==> src/include/tcdp_pkg.sv <==
/*
  Shared constants and types for the tape controller data path.
  Assumes a single 125 MHz core clock and word-wide host memory.
*/
package tcdp_pkg;
  localparam int TCDP_BYTE_W = 8;
  localparam int TCDP_WORD_W = 16;
  localparam int TCDP_ADDR_W = 18;
  localparam int TCDP_CNT_W = 16;
  localparam int TCDP_CODE_W = 4;
  localparam int TCDP_FIFO_DEPTH = 16;
  // Command packet word offsets, in words from the pointer
  localparam logic [2:0] TCDP_PKT_CMD = 3'h0;
  localparam logic [2:0] TCDP_PKT_ADLO = 3'h1;
  localparam logic [2:0] TCDP_PKT_ADHI = 3'h2;
  localparam logic [2:0] TCDP_PKT_CNT = 3'h3;
  localparam logic [2:0] TCDP_PKT_LAST = 3'h3;
  // Command word fields
  localparam int TCDP_CMD_WRITE_BIT = 4;
  localparam int TCDP_CMD_DOWN_BIT = 5;
  // Address steps
  localparam logic [17:0] TCDP_WORD_STEP = 18'h00002;
  localparam logic [17:0] TCDP_BYTE_STEP = 18'h00001;
  // Status word bits
  localparam int TCDP_ST_PAR = 0;
  localparam int TCDP_ST_OVR = 1;
  localparam int TCDP_ST_RAW = 2;
  localparam int TCDP_ST_DONE = 3;
  localparam int TCDP_ST_WRITE = 4;
  localparam logic [15:0] TCDP_ST_RESET = 16'h0000;
  localparam logic [15:0] TCDP_ZERO_CNT = 16'h0000;
  localparam logic [15:0] TCDP_ONE_CNT = 16'h0001;
  localparam logic [15:0] TCDP_TWO_CNT = 16'h0002;

  typedef enum logic [3:0] {
    TCDP_IDLE = 4'h0,
    TCDP_FETCH = 4'h1,
    TCDP_DECIDE = 4'h2,
    TCDP_PREFILL = 4'h3,
    TCDP_ISSUE = 4'h4,
    TCDP_XFER = 4'h5,
    TCDP_DRAIN = 4'h6,
    TCDP_WAITDONE = 4'h7,
    TCDP_STATUS = 4'h8,
    TCDP_MSG = 4'h9
  } tcdp_state_e;
endpackage

==> src/hdl/tcdp_top.sv <==
/*
  Tape controller data path: command fetch, read and write flows.
  Assumes a host memory port that answers each request with one ack
  pulse, and a transport that strobes bytes synchronous to core_clk.
*/
// Notes on behaviour
// - Read bytes arrive as eight data lines and parity, captured into FIFO.
// - Parity rechecked on each read byte; mismatch sets sticky error.
// - Any byte at the FIFO output is removed; while count remains, it goes into internal storage.
// - Two assembled bytes form a word written to host memory.
// - Read runs until record delivered and stored, or fatal error.
// - Remaining count tracked against requested length; residual kept.
// - Overlong record stops at zero count, excess dropped, error reported.
// - Read completion updates status, then writes message packet.
// - Command packet fetched one word per host read.
// - Write prefills FIFO before issuing the transport command.
// - Parity generated at FIFO output, driven with write byte.
// - FIFO kept refilled from host, two bytes per transfer, one when a single byte is left.
// - After whole block enters FIFO and drains, last-word signal asserts.
// - Write completion writes message packet and updates status.
// - New command accepted while tape decelerates after a read; a write waits for op_done; writes stream.
// - Transport started by command code then command strobe pulse.
// - Address steps two per word, one per byte, up or down.
`timescale 1ns/1ps
module tcdp_top
  import tcdp_pkg::*;
#(
  parameter int DEPTH = TCDP_FIFO_DEPTH
) (
  input wire logic core_clk,
  input wire logic rst,
  input wire logic ptr_load,
  input wire logic [TCDP_ADDR_W-1:0] command_pointer_register,
  output logic busy,
  output logic [TCDP_WORD_W-1:0] subsystem_status_register,
  output logic [TCDP_CNT_W-1:0] residual_byte_count,
  output logic mem_req,
  output logic mem_we,
  output logic [TCDP_ADDR_W-1:0] mem_addr,
  output logic [TCDP_WORD_W-1:0] mem_wdata,
  input wire logic mem_ack,
  input wire logic [TCDP_WORD_W-1:0] mem_rdata,
  output logic [TCDP_CODE_W-1:0] command_code,
  output logic command_strobe,
  input wire logic read_byte_strobe,
  input wire logic [TCDP_BYTE_W-1:0] read_data_lines,
  input wire logic read_parity_line,
  input wire logic record_end,
  input wire logic write_byte_strobe,
  output logic [TCDP_BYTE_W-1:0] write_data_lines,
  output logic write_parity_line,
  output logic last_word_signal,
  input wire logic write_check_error,
  input wire logic op_done,
  input wire logic fatal_error
);
  tcdp_state_e state;
  logic [2:0] pkt_idx;
  logic [TCDP_WORD_W-1:0] cmd_word;
  logic [TCDP_CNT_W-1:0] requested_byte_count;
  logic [TCDP_CNT_W-1:0] host_left;
  logic is_write;
  logic lo_full;
  logic [TCDP_BYTE_W-1:0] lo_byte;
  logic rec_ended;
  logic f_push;
  logic f_pop;
  logic f_clear;
  logic [TCDP_BYTE_W:0] f_in;
  logic [TCDP_BYTE_W:0] f_out;
  logic f_full;
  logic f_empty;
  logic [1:0] f_room;
  logic [TCDP_BYTE_W:0] hi_hold;
  logic hi_pend;
  logic rd_pop;
  logic wr_pop;
  logic [TCDP_ADDR_W-1:0] ptr_hold;
  logic [TCDP_ADDR_W-1:0] data_addr;

  ////////////////////////////////////////////////////////////////////////
  // FIFO carrying byte plus parity; write side stores a spare zero bit
  tcdp_fifo #(.WIDTH(TCDP_BYTE_W + 1), .DEPTH(DEPTH)) u_fifo (
    .core_clk(core_clk),
    .rst(rst),
    .clear(f_clear),
    .push(f_push),
    .push_data(f_in),
    .pop(f_pop),
    .pop_data(f_out),
    .full(f_full),
    .empty(f_empty)
  );

  assign f_clear = (state == TCDP_IDLE);
  assign busy = (state != TCDP_IDLE);
  // Read pops only while no host write is in flight; a pop then is lost
  assign rd_pop = !is_write && (state == TCDP_XFER) && !f_empty &&
    !mem_req;
  assign wr_pop = is_write && write_byte_strobe && !f_empty;
  assign f_pop = rd_pop || wr_pop;
  // Second byte of a fetched word is staged while the FIFO is full
  assign f_room = f_full ? 2'h0 : 2'h1;
  always_comb begin
    f_push = 1'b0;
    f_in = {1'b0, hi_hold[TCDP_BYTE_W-1:0]};
    if (!is_write) begin
      f_push = read_byte_strobe && busy;
      f_in = {read_parity_line, read_data_lines};
    end else if (hi_pend) begin
      f_push = 1'b1;
    end else if (mem_req && mem_ack && state != TCDP_MSG &&
        state != TCDP_FETCH) begin
      f_push = 1'b1;
      f_in = {1'b0, mem_rdata[TCDP_BYTE_W-1:0]};
    end
  end

  ////////////////////////////////////////////////////////////////////////
  // Sequencer
  always_ff @(posedge core_clk or posedge rst) begin
    if (rst) begin
      state <= TCDP_IDLE;
      pkt_idx <= 3'h0;
      is_write <= 1'b0;
      cmd_word <= TCDP_ZERO_CNT;
    end else begin
      case (state)
        TCDP_IDLE: begin
          if (ptr_load) begin
            state <= TCDP_FETCH;
            pkt_idx <= 3'h0;
          end
        end
        TCDP_FETCH: begin
          if (mem_ack) begin
            if (pkt_idx == TCDP_PKT_CMD) begin
              cmd_word <= mem_rdata;
              is_write <= mem_rdata[TCDP_CMD_WRITE_BIT];
            end
            if (pkt_idx == TCDP_PKT_LAST) begin
              state <= TCDP_DECIDE;
            end
            pkt_idx <= pkt_idx + 3'h1;
          end
        end
        TCDP_DECIDE: begin
          state <= is_write ? TCDP_PREFILL : TCDP_ISSUE;
        end
        TCDP_PREFILL: begin
          if (f_full || host_left == TCDP_ZERO_CNT) begin
            state <= TCDP_ISSUE;
          end
        end
        TCDP_ISSUE: begin
          state <= TCDP_XFER;
        end
        TCDP_XFER: begin
          if (fatal_error) begin
            state <= TCDP_STATUS;
          end else if (is_write && host_left == TCDP_ZERO_CNT &&
              !hi_pend && !mem_req) begin
            state <= TCDP_DRAIN;
          end else if (!is_write && rec_ended && f_empty && !mem_req &&
              !read_byte_strobe) begin
            state <= lo_full ? TCDP_XFER : TCDP_STATUS;
          end
        end
        TCDP_DRAIN: begin
          if (fatal_error) begin
            state <= TCDP_STATUS;
          end else if (f_empty) begin
            state <= TCDP_WAITDONE;
          end
        end
        TCDP_WAITDONE: begin
          if (op_done || fatal_error) begin
            state <= TCDP_STATUS;
          end
        end
        TCDP_STATUS: begin
          state <= TCDP_MSG;
        end
        TCDP_MSG: begin
          if (mem_ack) begin
            state <= TCDP_IDLE;
          end
        end
        default: begin
          state <= TCDP_IDLE;
        end
      endcase
    end
  end

  ////////////////////////////////////////////////////////////////////////
  // Byte counts; the read side counts down as bytes leave the FIFO
  always_ff @(posedge core_clk or posedge rst) begin
    if (rst) begin
      requested_byte_count <= TCDP_ZERO_CNT;
      residual_byte_count <= TCDP_ZERO_CNT;
      host_left <= TCDP_ZERO_CNT;
    end else if (state == TCDP_FETCH && mem_ack &&
        pkt_idx == TCDP_PKT_CNT) begin
      requested_byte_count <= mem_rdata;
      residual_byte_count <= mem_rdata;
      host_left <= mem_rdata;
    end else begin
      if (rd_pop && residual_byte_count != TCDP_ZERO_CNT) begin
        residual_byte_count <= residual_byte_count - TCDP_ONE_CNT;
      end
      if (wr_pop) begin
        residual_byte_count <= residual_byte_count - TCDP_ONE_CNT;
      end
      if (is_write && mem_req && mem_ack && state != TCDP_MSG &&
          state != TCDP_FETCH) begin
        host_left <= (host_left > TCDP_ONE_CNT) ?
          host_left - TCDP_TWO_CNT : TCDP_ZERO_CNT;
      end
    end
  end

  ////////////////////////////////////////////////////////////////////////
  // Host memory port: packet fetch, data words and message write-back
  always_ff @(posedge core_clk or posedge rst) begin
    if (rst) begin
      mem_req <= 1'b0;
      mem_we <= 1'b0;
      mem_addr <= '0;
      mem_wdata <= TCDP_ZERO_CNT;
      lo_full <= 1'b0;
      lo_byte <= '0;
      hi_hold <= '0;
      hi_pend <= 1'b0;
      ptr_hold <= '0;
      data_addr <= '0;
    end else begin
      if (hi_pend && !f_full) begin
        hi_pend <= 1'b0;
      end
      if (state == TCDP_IDLE && ptr_load) begin
        mem_addr <= command_pointer_register;
        ptr_hold <= command_pointer_register;
        mem_req <= 1'b1;
        mem_we <= 1'b0;
      end else if (mem_req && mem_ack) begin
        mem_req <= 1'b0;
        if (state == TCDP_FETCH) begin
          // Packet words follow the pointer; the data pointer waits aside
          mem_addr <= mem_addr + TCDP_WORD_STEP;
          if (pkt_idx == TCDP_PKT_ADLO) begin
            data_addr[TCDP_WORD_W-1:0] <= mem_rdata;
          end else if (pkt_idx == TCDP_PKT_ADHI) begin
            data_addr[TCDP_ADDR_W-1:TCDP_WORD_W] <= mem_rdata[1:0];
          end
          if (pkt_idx != TCDP_PKT_LAST) begin
            mem_req <= 1'b1;
          end
        end else if (state != TCDP_MSG) begin
          // Step by a word, or a byte for an odd tail, either way
          mem_addr <= cmd_word[TCDP_CMD_DOWN_BIT] ?
            mem_addr - (mem_we && lo_full && !is_write ?
              TCDP_BYTE_STEP : TCDP_WORD_STEP) :
            mem_addr + (mem_we && lo_full && !is_write ?
              TCDP_BYTE_STEP : TCDP_WORD_STEP);
          if (is_write && host_left > TCDP_ONE_CNT) begin
            hi_hold <= {1'b0, mem_rdata[TCDP_WORD_W-1:TCDP_BYTE_W]};
            hi_pend <= 1'b1;
          end
        end
      end else if (state == TCDP_DECIDE) begin
        mem_addr <= data_addr;
      end else if (state == TCDP_STATUS) begin
        // Message carries the status as it is updated in this same cycle
        mem_addr <= ptr_hold;
        mem_wdata <= subsystem_status_register;
        mem_wdata[TCDP_ST_DONE] <= 1'b1;
        mem_wdata[TCDP_ST_WRITE] <= is_write;
        mem_req <= 1'b1;
        mem_we <= 1'b1;
      end else if (is_write && !mem_req && !hi_pend &&
          f_room != 2'h0 && host_left != TCDP_ZERO_CNT &&
          (state == TCDP_PREFILL || state == TCDP_XFER)) begin
        mem_req <= !f_full;
        mem_we <= 1'b0;
      end else if (!is_write && state == TCDP_XFER && !mem_req) begin
        if (rd_pop && residual_byte_count != TCDP_ZERO_CNT) begin
          if (lo_full) begin
            mem_wdata <= {f_out[TCDP_BYTE_W-1:0], lo_byte};
            mem_req <= 1'b1;
            mem_we <= 1'b1;
            lo_full <= 1'b0;
          end else begin
            lo_byte <= f_out[TCDP_BYTE_W-1:0];
            lo_full <= 1'b1;
          end
        end else if (lo_full && rec_ended && f_empty &&
            !read_byte_strobe) begin
          mem_wdata <= {{TCDP_BYTE_W{1'b0}}, lo_byte};
          mem_req <= 1'b1;
          mem_we <= 1'b1; // odd tail byte leaves as a word write, high byte zero
        end
      end
      // Tail byte has left, so the word slot is free again
      if (state == TCDP_XFER && mem_req && mem_ack && lo_full) begin
        lo_full <= 1'b0;
      end
    end
  end

  ////////////////////////////////////////////////////////////////////////
  // Status and sticky error flags; set wins over the clear at a new start
  always_ff @(posedge core_clk or posedge rst) begin
    if (rst) begin
      subsystem_status_register <= TCDP_ST_RESET;
      rec_ended <= 1'b0;
    end else begin
      if (state == TCDP_IDLE && ptr_load) begin
        subsystem_status_register <= TCDP_ST_RESET;
        rec_ended <= 1'b0;
      end
      if (record_end && busy) begin
        rec_ended <= 1'b1;
      end
      if (!is_write && read_byte_strobe && busy &&
          ((^read_data_lines) == read_parity_line)) begin
        subsystem_status_register[TCDP_ST_PAR] <= 1'b1;
      end
      if (rd_pop && residual_byte_count == TCDP_ZERO_CNT) begin
        subsystem_status_register[TCDP_ST_OVR] <= 1'b1;
      end
      if (is_write && busy && write_check_error) begin
        subsystem_status_register[TCDP_ST_RAW] <= 1'b1;
      end
      if (state == TCDP_STATUS) begin
        subsystem_status_register[TCDP_ST_DONE] <= 1'b1;
        subsystem_status_register[TCDP_ST_WRITE] <= is_write;
      end
    end
  end

  ////////////////////////////////////////////////////////////////////////
  // Transport side outputs, all registered
  always_ff @(posedge core_clk or posedge rst) begin
    if (rst) begin
      command_code <= '0;
      command_strobe <= 1'b0;
      last_word_signal <= 1'b0;
      write_data_lines <= '0;
      write_parity_line <= 1'b0;
    end else begin
      command_strobe <= (state == TCDP_ISSUE);
      if (state == TCDP_DECIDE) begin
        command_code <= cmd_word[TCDP_CODE_W-1:0];
      end
      last_word_signal <= (state == TCDP_DRAIN) && f_empty;
      if (wr_pop) begin
        write_data_lines <= f_out[TCDP_BYTE_W-1:0];
        write_parity_line <= ~(^f_out[TCDP_BYTE_W-1:0]);
      end
    end
  end
endmodule // tcdp_top

==> src/hdl/tcdp_fifo.sv <==
/*
  Byte FIFO between the transport interface and the word path.
  Assumes one clock; push and pop are ignored when full or empty.
*/
`timescale 1ns/1ps
module tcdp_fifo
  import tcdp_pkg::*;
#(
  parameter int WIDTH = TCDP_BYTE_W,
  parameter int DEPTH = TCDP_FIFO_DEPTH
) (
  input wire logic core_clk,
  input wire logic rst,
  input wire logic clear,
  input wire logic push,
  input wire logic [WIDTH-1:0] push_data,
  input wire logic pop,
  output logic [WIDTH-1:0] pop_data,
  output logic full,
  output logic empty
);
  localparam int AW = $clog2(DEPTH);
  logic [WIDTH-1:0] mem [DEPTH];
  logic [AW:0] wr_ptr;
  logic [AW:0] rd_ptr;
  logic do_push;
  logic do_pop;

  // Guarded strobes keep pointers honest
  assign do_push = push && !full;
  assign do_pop = pop && !empty;
  assign full = (wr_ptr[AW-1:0] == rd_ptr[AW-1:0]) &&
    (wr_ptr[AW] != rd_ptr[AW]);
  assign empty = wr_ptr == rd_ptr;
  assign pop_data = mem[rd_ptr[AW-1:0]];

  // Storage
  always_ff @(posedge core_clk) begin
    if (do_push) begin
      mem[wr_ptr[AW-1:0]] <= push_data;
    end
  end

  // Pointers
  always_ff @(posedge core_clk or posedge rst) begin
    if (rst) begin
      wr_ptr <= '0;
      rd_ptr <= '0;
    end else if (clear) begin
      wr_ptr <= '0;
      rd_ptr <= '0;
    end else begin
      if (do_push) begin
        wr_ptr <= wr_ptr + 1'b1;
      end
      if (do_pop) begin
        rd_ptr <= rd_ptr + 1'b1;
      end
    end
  end
endmodule // tcdp_fifo

==> config.mk <==
export PLATFORM = sky130hd
export DESIGN_NAME = tcdp_top
export DESIGN_NICKNAME = d
export VERILOG_FILES = /design/src/include/tcdp_pkg.sv /design/src/hdl/tcdp_top.sv /design/src/hdl/tcdp_fifo.sv
export SDC_FILE = /design/constraint.sdc
export NUM_CORES = 1
export LEC_CHECK = 0
export BUFFER_PORTS_ARGS = -buffer_cell sky130_fd_sc_hd__buf_2
export CORE_AREA = 8 8 170 172
export CTS_BUF_LIST = sky130_fd_sc_hd__clkbuf_16
export DETAILED_ROUTE_END_ITERATION = 10
export DIE_AREA = 0 0 178 180
export GPL_ROUTABILITY_DRIVEN = 0
export GPL_TIMING_DRIVEN = 0
export PLACE_DENSITY = 0.79
export SYNTH_ARGS = -nofsm -noshare
export SYNTH_HDL_FRONTEND = slang
export SYNTH_HIERARCHICAL = 1
export SYNTH_SLANG_ARGS = --single-unit
==> constraint.sdc <==
create_clock -name core_clk -period 5.5 [get_ports core_clk]
set_input_delay 0.275 -clock core_clk [delete_from_list [all_inputs] [get_ports core_clk]]
set_output_delay 0.275 -clock core_clk [all_outputs]
set_load 0.05 [all_outputs]
==> metrics.yaml, run 1 <==
run_status:
  outcome: "completed"
setup_path:
  arrival_ps: 3680
  critical_path_class: "flop to flop"
  reg2reg_depth: 4
  required_ps: 5670
  start_kind: "flop"
  critPathMaxFanout: 16
  cp-end-kind: "flop"
floorplan:
  ios: 137
  row_count: 60
  die_h_um: 180
  core_area_um2: 26400
  die_area_um2: 32000
  die_w_um: 178
  initial_core_util_pct: 56.4
worst_hold_path:
  hold_depth: 2
  min_path_type: "primary input to flop"
detailed_routing:
  drc_errors: 0
  drtIter0Drc: 1193
  dr.pass1.iters: 7
  vias_per_cell: 6.13
  ant_nets: 0
  vias: 11398
  post_drt_wl_per_cell_um: 21.3
  routed_wirelength_um: 39700
placed_design:
  numPortBuffers: 125
  placedCellCount: 1788
  hpwl_um: 28800
  dpl-instance-area_um2: 16000
yosys:
  yosys_warnings: 6
  synth_area_per_cell_um2: 11.3
  synth_area_um2: 14900
  netlist_instances: 1311
sta:
  rsz0062_at_grt: "no"
  finalHoldViolations: 0
  setup_viol: 0
  final.setup.tns_ps: 0
  fin_crit_ps: 3510
  slew_headroom_pct: 10.5
  worstMarginPinSlew_ps: 1340
  hold_ws_ps: 11.0
  maxSlewViolCount: 0
  fin_crit_sh_pct: 63.8
  fmax_mhz: 285
  skew_ps: 17.3
global_routing:
  grt_pass1_wl_um: 62100
  grt.overflow.total: 0
  antenna_found_initial: 0
  grt_start_max_net_pins: 86
  grt_pass1_vias: 11321
  grt.total_usage_pct: 24.4
cts:
  ctsHtreeMaxLevel: 1
  insertion_delay_ps: 560
  cts_tree: "done"
  cts.reportedPaths.clkPinSlew_ps: 60
  cts_made_buffers: 29
  cts_resized: 0
  cts_sinks: 294
  cts_setup_buffers: 0
  cts.path.max_buffers: 3
  cts_root_buf: "clkbuf_16"
power:
  ir_drop_uv: 478
  leakage_nw: 7.10
  p_total_mw: 10.8
  powerDensity_nw_per_um2: 629
layout:
  final_cells: 1859
  nNetsFinal: 1581
  final_cell_area_um2: 17100
  mostFrequentLayoutCell: "nand2_1"
  num_antenna_cells: 0
  areaGrowthSynthToFinish_pct: 15.0
  drive_gt1_share_pct: 21.5
  final_cell_mix: "205 x nand2_1, 166 x dfrtp_1, 139 x buf_2"
job:
  cap_violations: 0
-- layer usage --
metal  part of all wire (%)  routed length, um  global-route usage (%)  vias up
li1                       -                  -                       -     5119
met1                     40              16000                    32.5     5593
met2                     46              18300                    38.2      583
met5                      0                  0                       0        -
met3                     10               4140                    6.50      103
met4                    3.0               1200                    7.77        0
-- layout make-up --
type / count / area [um2]
Fill cell: 1948 / 9250
Sequential cell: 294 / 8000
Multi-Input combinational cell: 919 / 6350
Timing Repair Buffer: 145 / 843
Clock buffer: 29 / 726
Tap cell: 341 / 427
Buffer: 72 / 424
Clock inverter: 23 / 188
Inverter: 36 / 140
-- worst paths after layout --
path | start | to | slack [ps]
min | mem_rdata[13] | data_addr[13] | 10
min reg2reg | cmd_word[3] | command_code[3] | 470
min in group asynchronous | rst | u_fifo/rd_ptr[3] | 320
max in group asynchronous | rst | data_addr[5] | 4250
max | mem_req | u_fifo/mem[2][2] | 1990
max reg2reg | mem_req | u_fifo/mem[2][2] | 1990
-- critical path, stage by stage, from the launching register on --
cell,delay [ps]
dfrtp_1,570
nand2_1,360
nor3_2,800
mux2i_1,290
a21oi_1,1080
-- stage by stage --
stage / utilization [%] / worst slack, ps
6_report: 64.9 / 1990
5_1_grt: 64.9 / 1830
4_1_cts: 64.9 / 1980
3_5_place_dp: 60.7 / 2020
3_3_place_gp: 60.6 / -798
2_1_floorplan: - / 1020
-- flip-flops by register name, indices dropped and copies added (netlist names), 3 cells and up --
name	count
cmd_word	6
pkt_idx	3
residual_byte_count	16
hi_hold	8
state	4
u_fifo/wr_ptr	5
ptr_hold	18
write_data_lines	8
mem_addr	18
u_fifo/mem	128
u_fifo/rd_ptr	5
host_left	16
subsystem_status_register	5
lo_byte	8
data_addr	18
command_code	4
mem_wdata	16
-- what timing repair did --
item,in CTS,in global routing
hold buffers,19,0
hold endpoints to repair,99,0
setup endpoints to repair,0,0
-- report_power, final --
part / internal, mW / leakage (nW) / switching, mW
registers: 3.08 / 3.25 / 0.555
logic: 1.77 / 3.37 / 3.43
clock network: 1.10 / 0.474 / 0.825
Power figures use the tool's default switching activity.
==> run 2, diff against run 1 <==
==> constraint.sdc (replaced) <==
create_clock -name core_clk -period 3.6 [get_ports core_clk]
set_input_delay 0.18 -clock core_clk [delete_from_list [all_inputs] [get_ports core_clk]]
set_output_delay 0.18 -clock core_clk [all_outputs]
set_load 0.05 [all_outputs]
==> metrics.yaml, run 2 (synthesized netlist as in run 1, its figures left out) <==
sta:
  hold_ws_ps: 62.6
  setup_viol: 0
  fmax_mhz: 290
  rsz0062_at_grt: "no"
  fin_crit_ps: 3450
  finalHoldViolations: 0
  slew_headroom_pct: 6.93
  maxSlewViolCount: 0
  skew_ps: 25.6
  worstMarginPinSlew_ps: 1400
  final.setup.tns_ps: 0
  fin_crit_sh_pct: 95.8
detailed_routing:
  vias: 11636
  ant_nets: 0
  drc_errors: 0
  dr.pass1.iters: 9
  drtIter0Drc: 1234
  routed_wirelength_um: 41300
  vias_per_cell: 6.17
  post_drt_wl_per_cell_um: 21.9
cts:
  cts_made_buffers: 29
  cts_setup_buffers: 0
  cts_sinks: 294
  cts_root_buf: "clkbuf_16"
  cts_tree: "done"
  cts_resized: 0
  cts.path.max_buffers: 3
  insertion_delay_ps: 570
  cts.reportedPaths.clkPinSlew_ps: 70
  ctsHtreeMaxLevel: 1
setup_path:
  arrival_ps: 3930
  rrSetupSlack_ps: 150
  required_ps: 4080
  reg2reg_depth: 13
  start_kind: "flop"
  critical_path_class: "flop to flop"
  cp-end-kind: "flop"
  critPathMaxFanout: 7
layout:
  nNetsFinal: 1604
  mostFrequentLayoutCell: "nand2_1"
  nFillCells: 1921
  largest_register_ffs: 128
  areaGrowthSynthToFinish_pct: 17.0
  drive_gt1_share_pct: 21.7
  multi_input_area_um2: 6360
  final_cell_area_um2: 17400
  regArea_um2: 8000
  final_cell_mix: "205 x nand2_1, 166 x dfrtp_1, 139 x buf_2"
  final_cells: 1885
floorplan:
  ios: 137
  initial_core_util_pct: 56.4
  row_count: 60
  die_h_um: 180
  core_area_um2: 26400
  die_area_um2: 32000
  die_w_um: 178
global_routing:
  grt_start_max_net_pins: 44
  antenna_found_initial: 2
  grt.overflow.total: 0
  grt_pass1_wl_um: 65100
  grt_pass1_vias: 11541
  grt.total_usage_pct: 25.6
placed_design:
  numPortBuffers: 125
  dpl-instance-area_um2: 16000
  hpwl_um: 29300
  placedCellCount: 1791
power:
  ir_drop_uv: 724
  p_total_mw: 16.7
  leakage_nw: 7.21
  powerDensity_nw_per_um2: 958
run_status:
  outcome: "completed"
job:
  cap_violations: 0
worst_hold_path:
  hold_depth: 3
  min_path_type: "primary input to flop"
run 2: what timing repair did:
item / in CTS / in global routing
hold buffers: 37 / 0
endpoints found under the setup margin: 0 / 0
endpoints found under the hold margin: 173 / 0
run 2: final timing paths:
check	from	endpoint
worst max register to register	u_fifo/rd_ptr[2]	residual_byte_count[6]
worst max-delay path	u_fifo/rd_ptr[2]	residual_byte_count[6]
max in group asynchronous	rst	mem_wdata[14]
min in group asynchronous	rst	residual_byte_count[6]
worst min register to register	cmd_word[3]	command_code[3]
worst min-delay path	mem_ack	pkt_idx[2]
run 2: layer usage:
layer  vias up  track usage (%)  part of all wire, %
met5         -                0                0.029
met4         2             9.41                  3.1
met3       116             5.22                   10
met2       672             40.1                   47
met1      5662             34.7                   40
li1       5184                -                    -
run 2: where the power goes:
group	switching [mW]	internal [mW]	total (mW)	leakage (nW)
Sequential	0.844	4.69	5.54	3.25
Combinational	5.32	2.75	8.07	3.48
Clock	1.29	1.75	3.05	0.481
Total	7.46	9.20	16.7	7.21
run 2: cell type report:
| class | count | area share [%] |
|---|---|---|
| Buffer | 72 | 2.44 |
| Inverter | 36 | 0.798 |
| Sequential cell | 294 | 46.0 |
| Clock buffer | 29 | 4.17 |
| Tap cell | 341 | 2.45 |
| Multi-Input combinational cell | 919 | 36.6 |
| Timing Repair Buffer | 168 | 6.29 |
| Antenna cell | 1 | 0.0144 |
| Clock inverter | 25 | 1.29 |
run 2: worst max-delay path, cell delays in order, from the launching register on:
cell and delay, ps:
dfrtp_1 370, buf_2 180, xnor2_1 170, and4_1 230
buf_6 140, nand2_1 100, inv_1 160, nor3_4 250
nand4bb_2 260, a31oi_2 510, o21ai_0 320, or3_1 380
xor2_1 150, a21oi_1 140
run 2: through the flow:
step	util, %	setup WS [ps]
5_1_grt	66.0	16.9
3_5_place_dp	60.9	114
2_1_floorplan	-	713
6_report	66.0	152
4_1_cts	65.9	103
3_3_place_gp	60.6	282
==> run 3, diff against run 2 <==
--- a/config.mk
+++ b/config.mk
@@ -7,7 +7,7 @@
 export LEC_CHECK = 0
 export BUFFER_PORTS_ARGS = -buffer_cell sky130_fd_sc_hd__buf_2
 export CORE_AREA = 8 8 170 172
-export CTS_BUF_LIST = sky130_fd_sc_hd__clkbuf_16
+export CTS_BUF_LIST = sky130_fd_sc_hd__clkbuf_4 sky130_fd_sc_hd__clkbuf_8
 export DETAILED_ROUTE_END_ITERATION = 10
 export DIE_AREA = 0 0 178 180
 export GPL_ROUTABILITY_DRIVEN = 0
==> metrics.yaml, run 3 (synthesized netlist as in run 1, its figures left out) <==
run_status:
  outcome: "completed"
placed_design:
  hpwl_um: 29300
  dpl-instance-area_um2: 16000
  numPortBuffers: 125
sta:
  skew_ps: 45.1
  slew_headroom_pct: 13.3
  fin_crit_sh_pct: 95.0
  final.setup.tns_ps: 0
  finalHoldViolations: 0
  setup_viol: 0
  rsz0062_at_grt: "no"
  fmax_mhz: 293
  maxSlewViolCount: 0
  worstMarginPinSlew_ps: 1300
  fin_crit_ps: 3420
global_routing:
  antenna_found_initial: 0
  grt_start_max_net_pins: 44
  grt_pass1_vias: 11557
  grt.total_usage_pct: 25.2
  grt.overflow.total: 0
  grt_pass1_wl_um: 64100
cts:
  ctsHtreeMaxLevel: 2
  insertion_delay_ps: 590
  cts_sinks: 294
  cts_tree: "done"
  cts_resized: 0
  cts_made_buffers: 47
  cts_root_buf: "clkbuf_8"
  cts_hold_buffers: 37
  cts_setup_buffers: 0
  cts.reportedPaths.clkPinSlew_ps: 70
  cts.path.max_buffers: 3
layout:
  final_cell_area_um2: 17500
  num_antenna_cells: 0
  largest_register_ffs: 128
  nFillCells: 1913
  areaGrowthSynthToFinish_pct: 17.6
  final_cell_mix: "205 x nand2_1, 166 x dfrtp_1, 139 x buf_2"
  drive_gt1_share_pct: 24.1
  nNetsFinal: 1620
  mostFrequentLayoutCell: "nand2_1"
detailed_routing:
  drc_errors: 0
  vias: 11643
  vias_per_cell: 6.08
  post_drt_wl_per_cell_um: 21.3
  routed_wirelength_um: 40700
  drtIter0Drc: 1290
  dr.pass1.iters: 5
  ant_nets: 0
setup_path:
  start_kind: "flop"
  crit-reg2reg-launch: "u_fifo/rd_ptr[2]"
  critPathMaxFanout: 10
  slowest_delay_ps: 500
  arrival_ps: 3830
  critical_path_buf_inv_count: 4
  cp-startpoint: "u_fifo/rd_ptr[2]"
  critical_path_class: "flop to flop"
  cp-end-kind: "flop"
  cpMaxStageDelayCell: "a31oi_2"
  cp_top_family: "simple AND/OR/NAND/NOR gates"
  required_ps: 4010
  path_cells: "buf_2, xnor2_1, and4_1, buf_6, nand2_1, inv_1, nor3_4, nand4bb_2, a31oi_2, buf_6, o2111ai_2, nor4_2, xnor2_1, a21oi_1"
worst_hold_path:
  min_path_type: "primary input to flop"
  min_from: "write_byte_strobe"
floorplan:
  die_w_um: 178
  die_h_um: 180
  row_count: 60
  initial_core_util_pct: 56.4
  core_area_um2: 26400
  die_area_um2: 32000
  ios: 137
power:
  leakage_nw: 7.28
  powerDensity_nw_per_um2: 956
  ir_drop_uv: 765
job:
  cap_violations: 0
run 3: cell types whose count changed in the layout (fill, tap and decap cells not counted), sizes merged:
| cell | delta |
|---|---|
| clkinv | -6 |
| clkbuf | +45 |
| buf | -2 |
| bufinv | -2 |
| diode | -1 |
| inv | -5 |
run 3: worst reg2reg max path: stages, from the launching register on:
cell,delay (ps)
dfrtp_1,370
buf_2,180
xnor2_1,170
and4_1,220
buf_6,140
nand2_1,80
inv_1,140
nor3_4,240
nand4bb_2,260
a31oi_2,510
buf_6,250
o2111ai_2,190
nor4_2,230
xnor2_1,160
a21oi_1,90
run 3: power by group:
| group | switching, mW | internal, mW |
|---|---|---|
| logic | 5.29 | 2.74 |
| clock network | 1.36 | 1.79 |
| registers | 0.831 | 4.70 |
run 3: metrics by stage:
step / worst slack, ps / util, % / hold slack (ps) / power [mW] / cells
3_5_place_dp: 114 / 60.9 / 180 / 13.4 / 1791
3_3_place_gp: 282 / 60.6 / 231 / 13.1 / 1787
6_report: 182 / 66.3 / 52.8 / 16.7 / 1914
2_1_floorplan: 713 / - / 20.2 / 11.2 / 1321
5_1_grt: 8.34 / 66.3 / 71.9 / 17.6 / 1914
4_1_cts: 118 / 66.3 / 16.5 / 16.6 / 1914
run 3: area by class of cell:
type | count | area, um2 | area share (%)
buffer | 72 | 424 | 2.43
clock buffer | 74 | 925 | 5.29
clock inverter | 12 | 129 | 0.737
inverter | 36 | 139 | 0.794
multi-input combinational | 919 | 6370 | 36.4
sequential | 294 | 8000 | 45.7
tap | 341 | 427 | 2.44
timing repair buffer | 166 | 1080 | 6.15
run 3: path summary, 6_finish.rpt:
kind / endpoint / slack [ps] / depth (start not counted)
max in group asynchronous: subsystem_status_register[0] / 2680 / 5
min: write_parity_line / 50 / 4
max: residual_byte_count[15] / 180 / 14
max reg2reg: residual_byte_count[15] / 180 / 14
min reg2reg: command_code[2] / 470 / 2
min in group asynchronous: residual_byte_count[6] / 150 / 3
run 3: per-layer routing:
metal | global-route usage, % | wire [um] | up-vias
li1 | - | - | 5206
met4 | 8.81 | 1180 | 0
met5 | 0 | 0 | -
met2 | 39.4 | 19000 | 671
met1 | 34.3 | 16500 | 5665
met3 | 5.36 | 4120 | 101
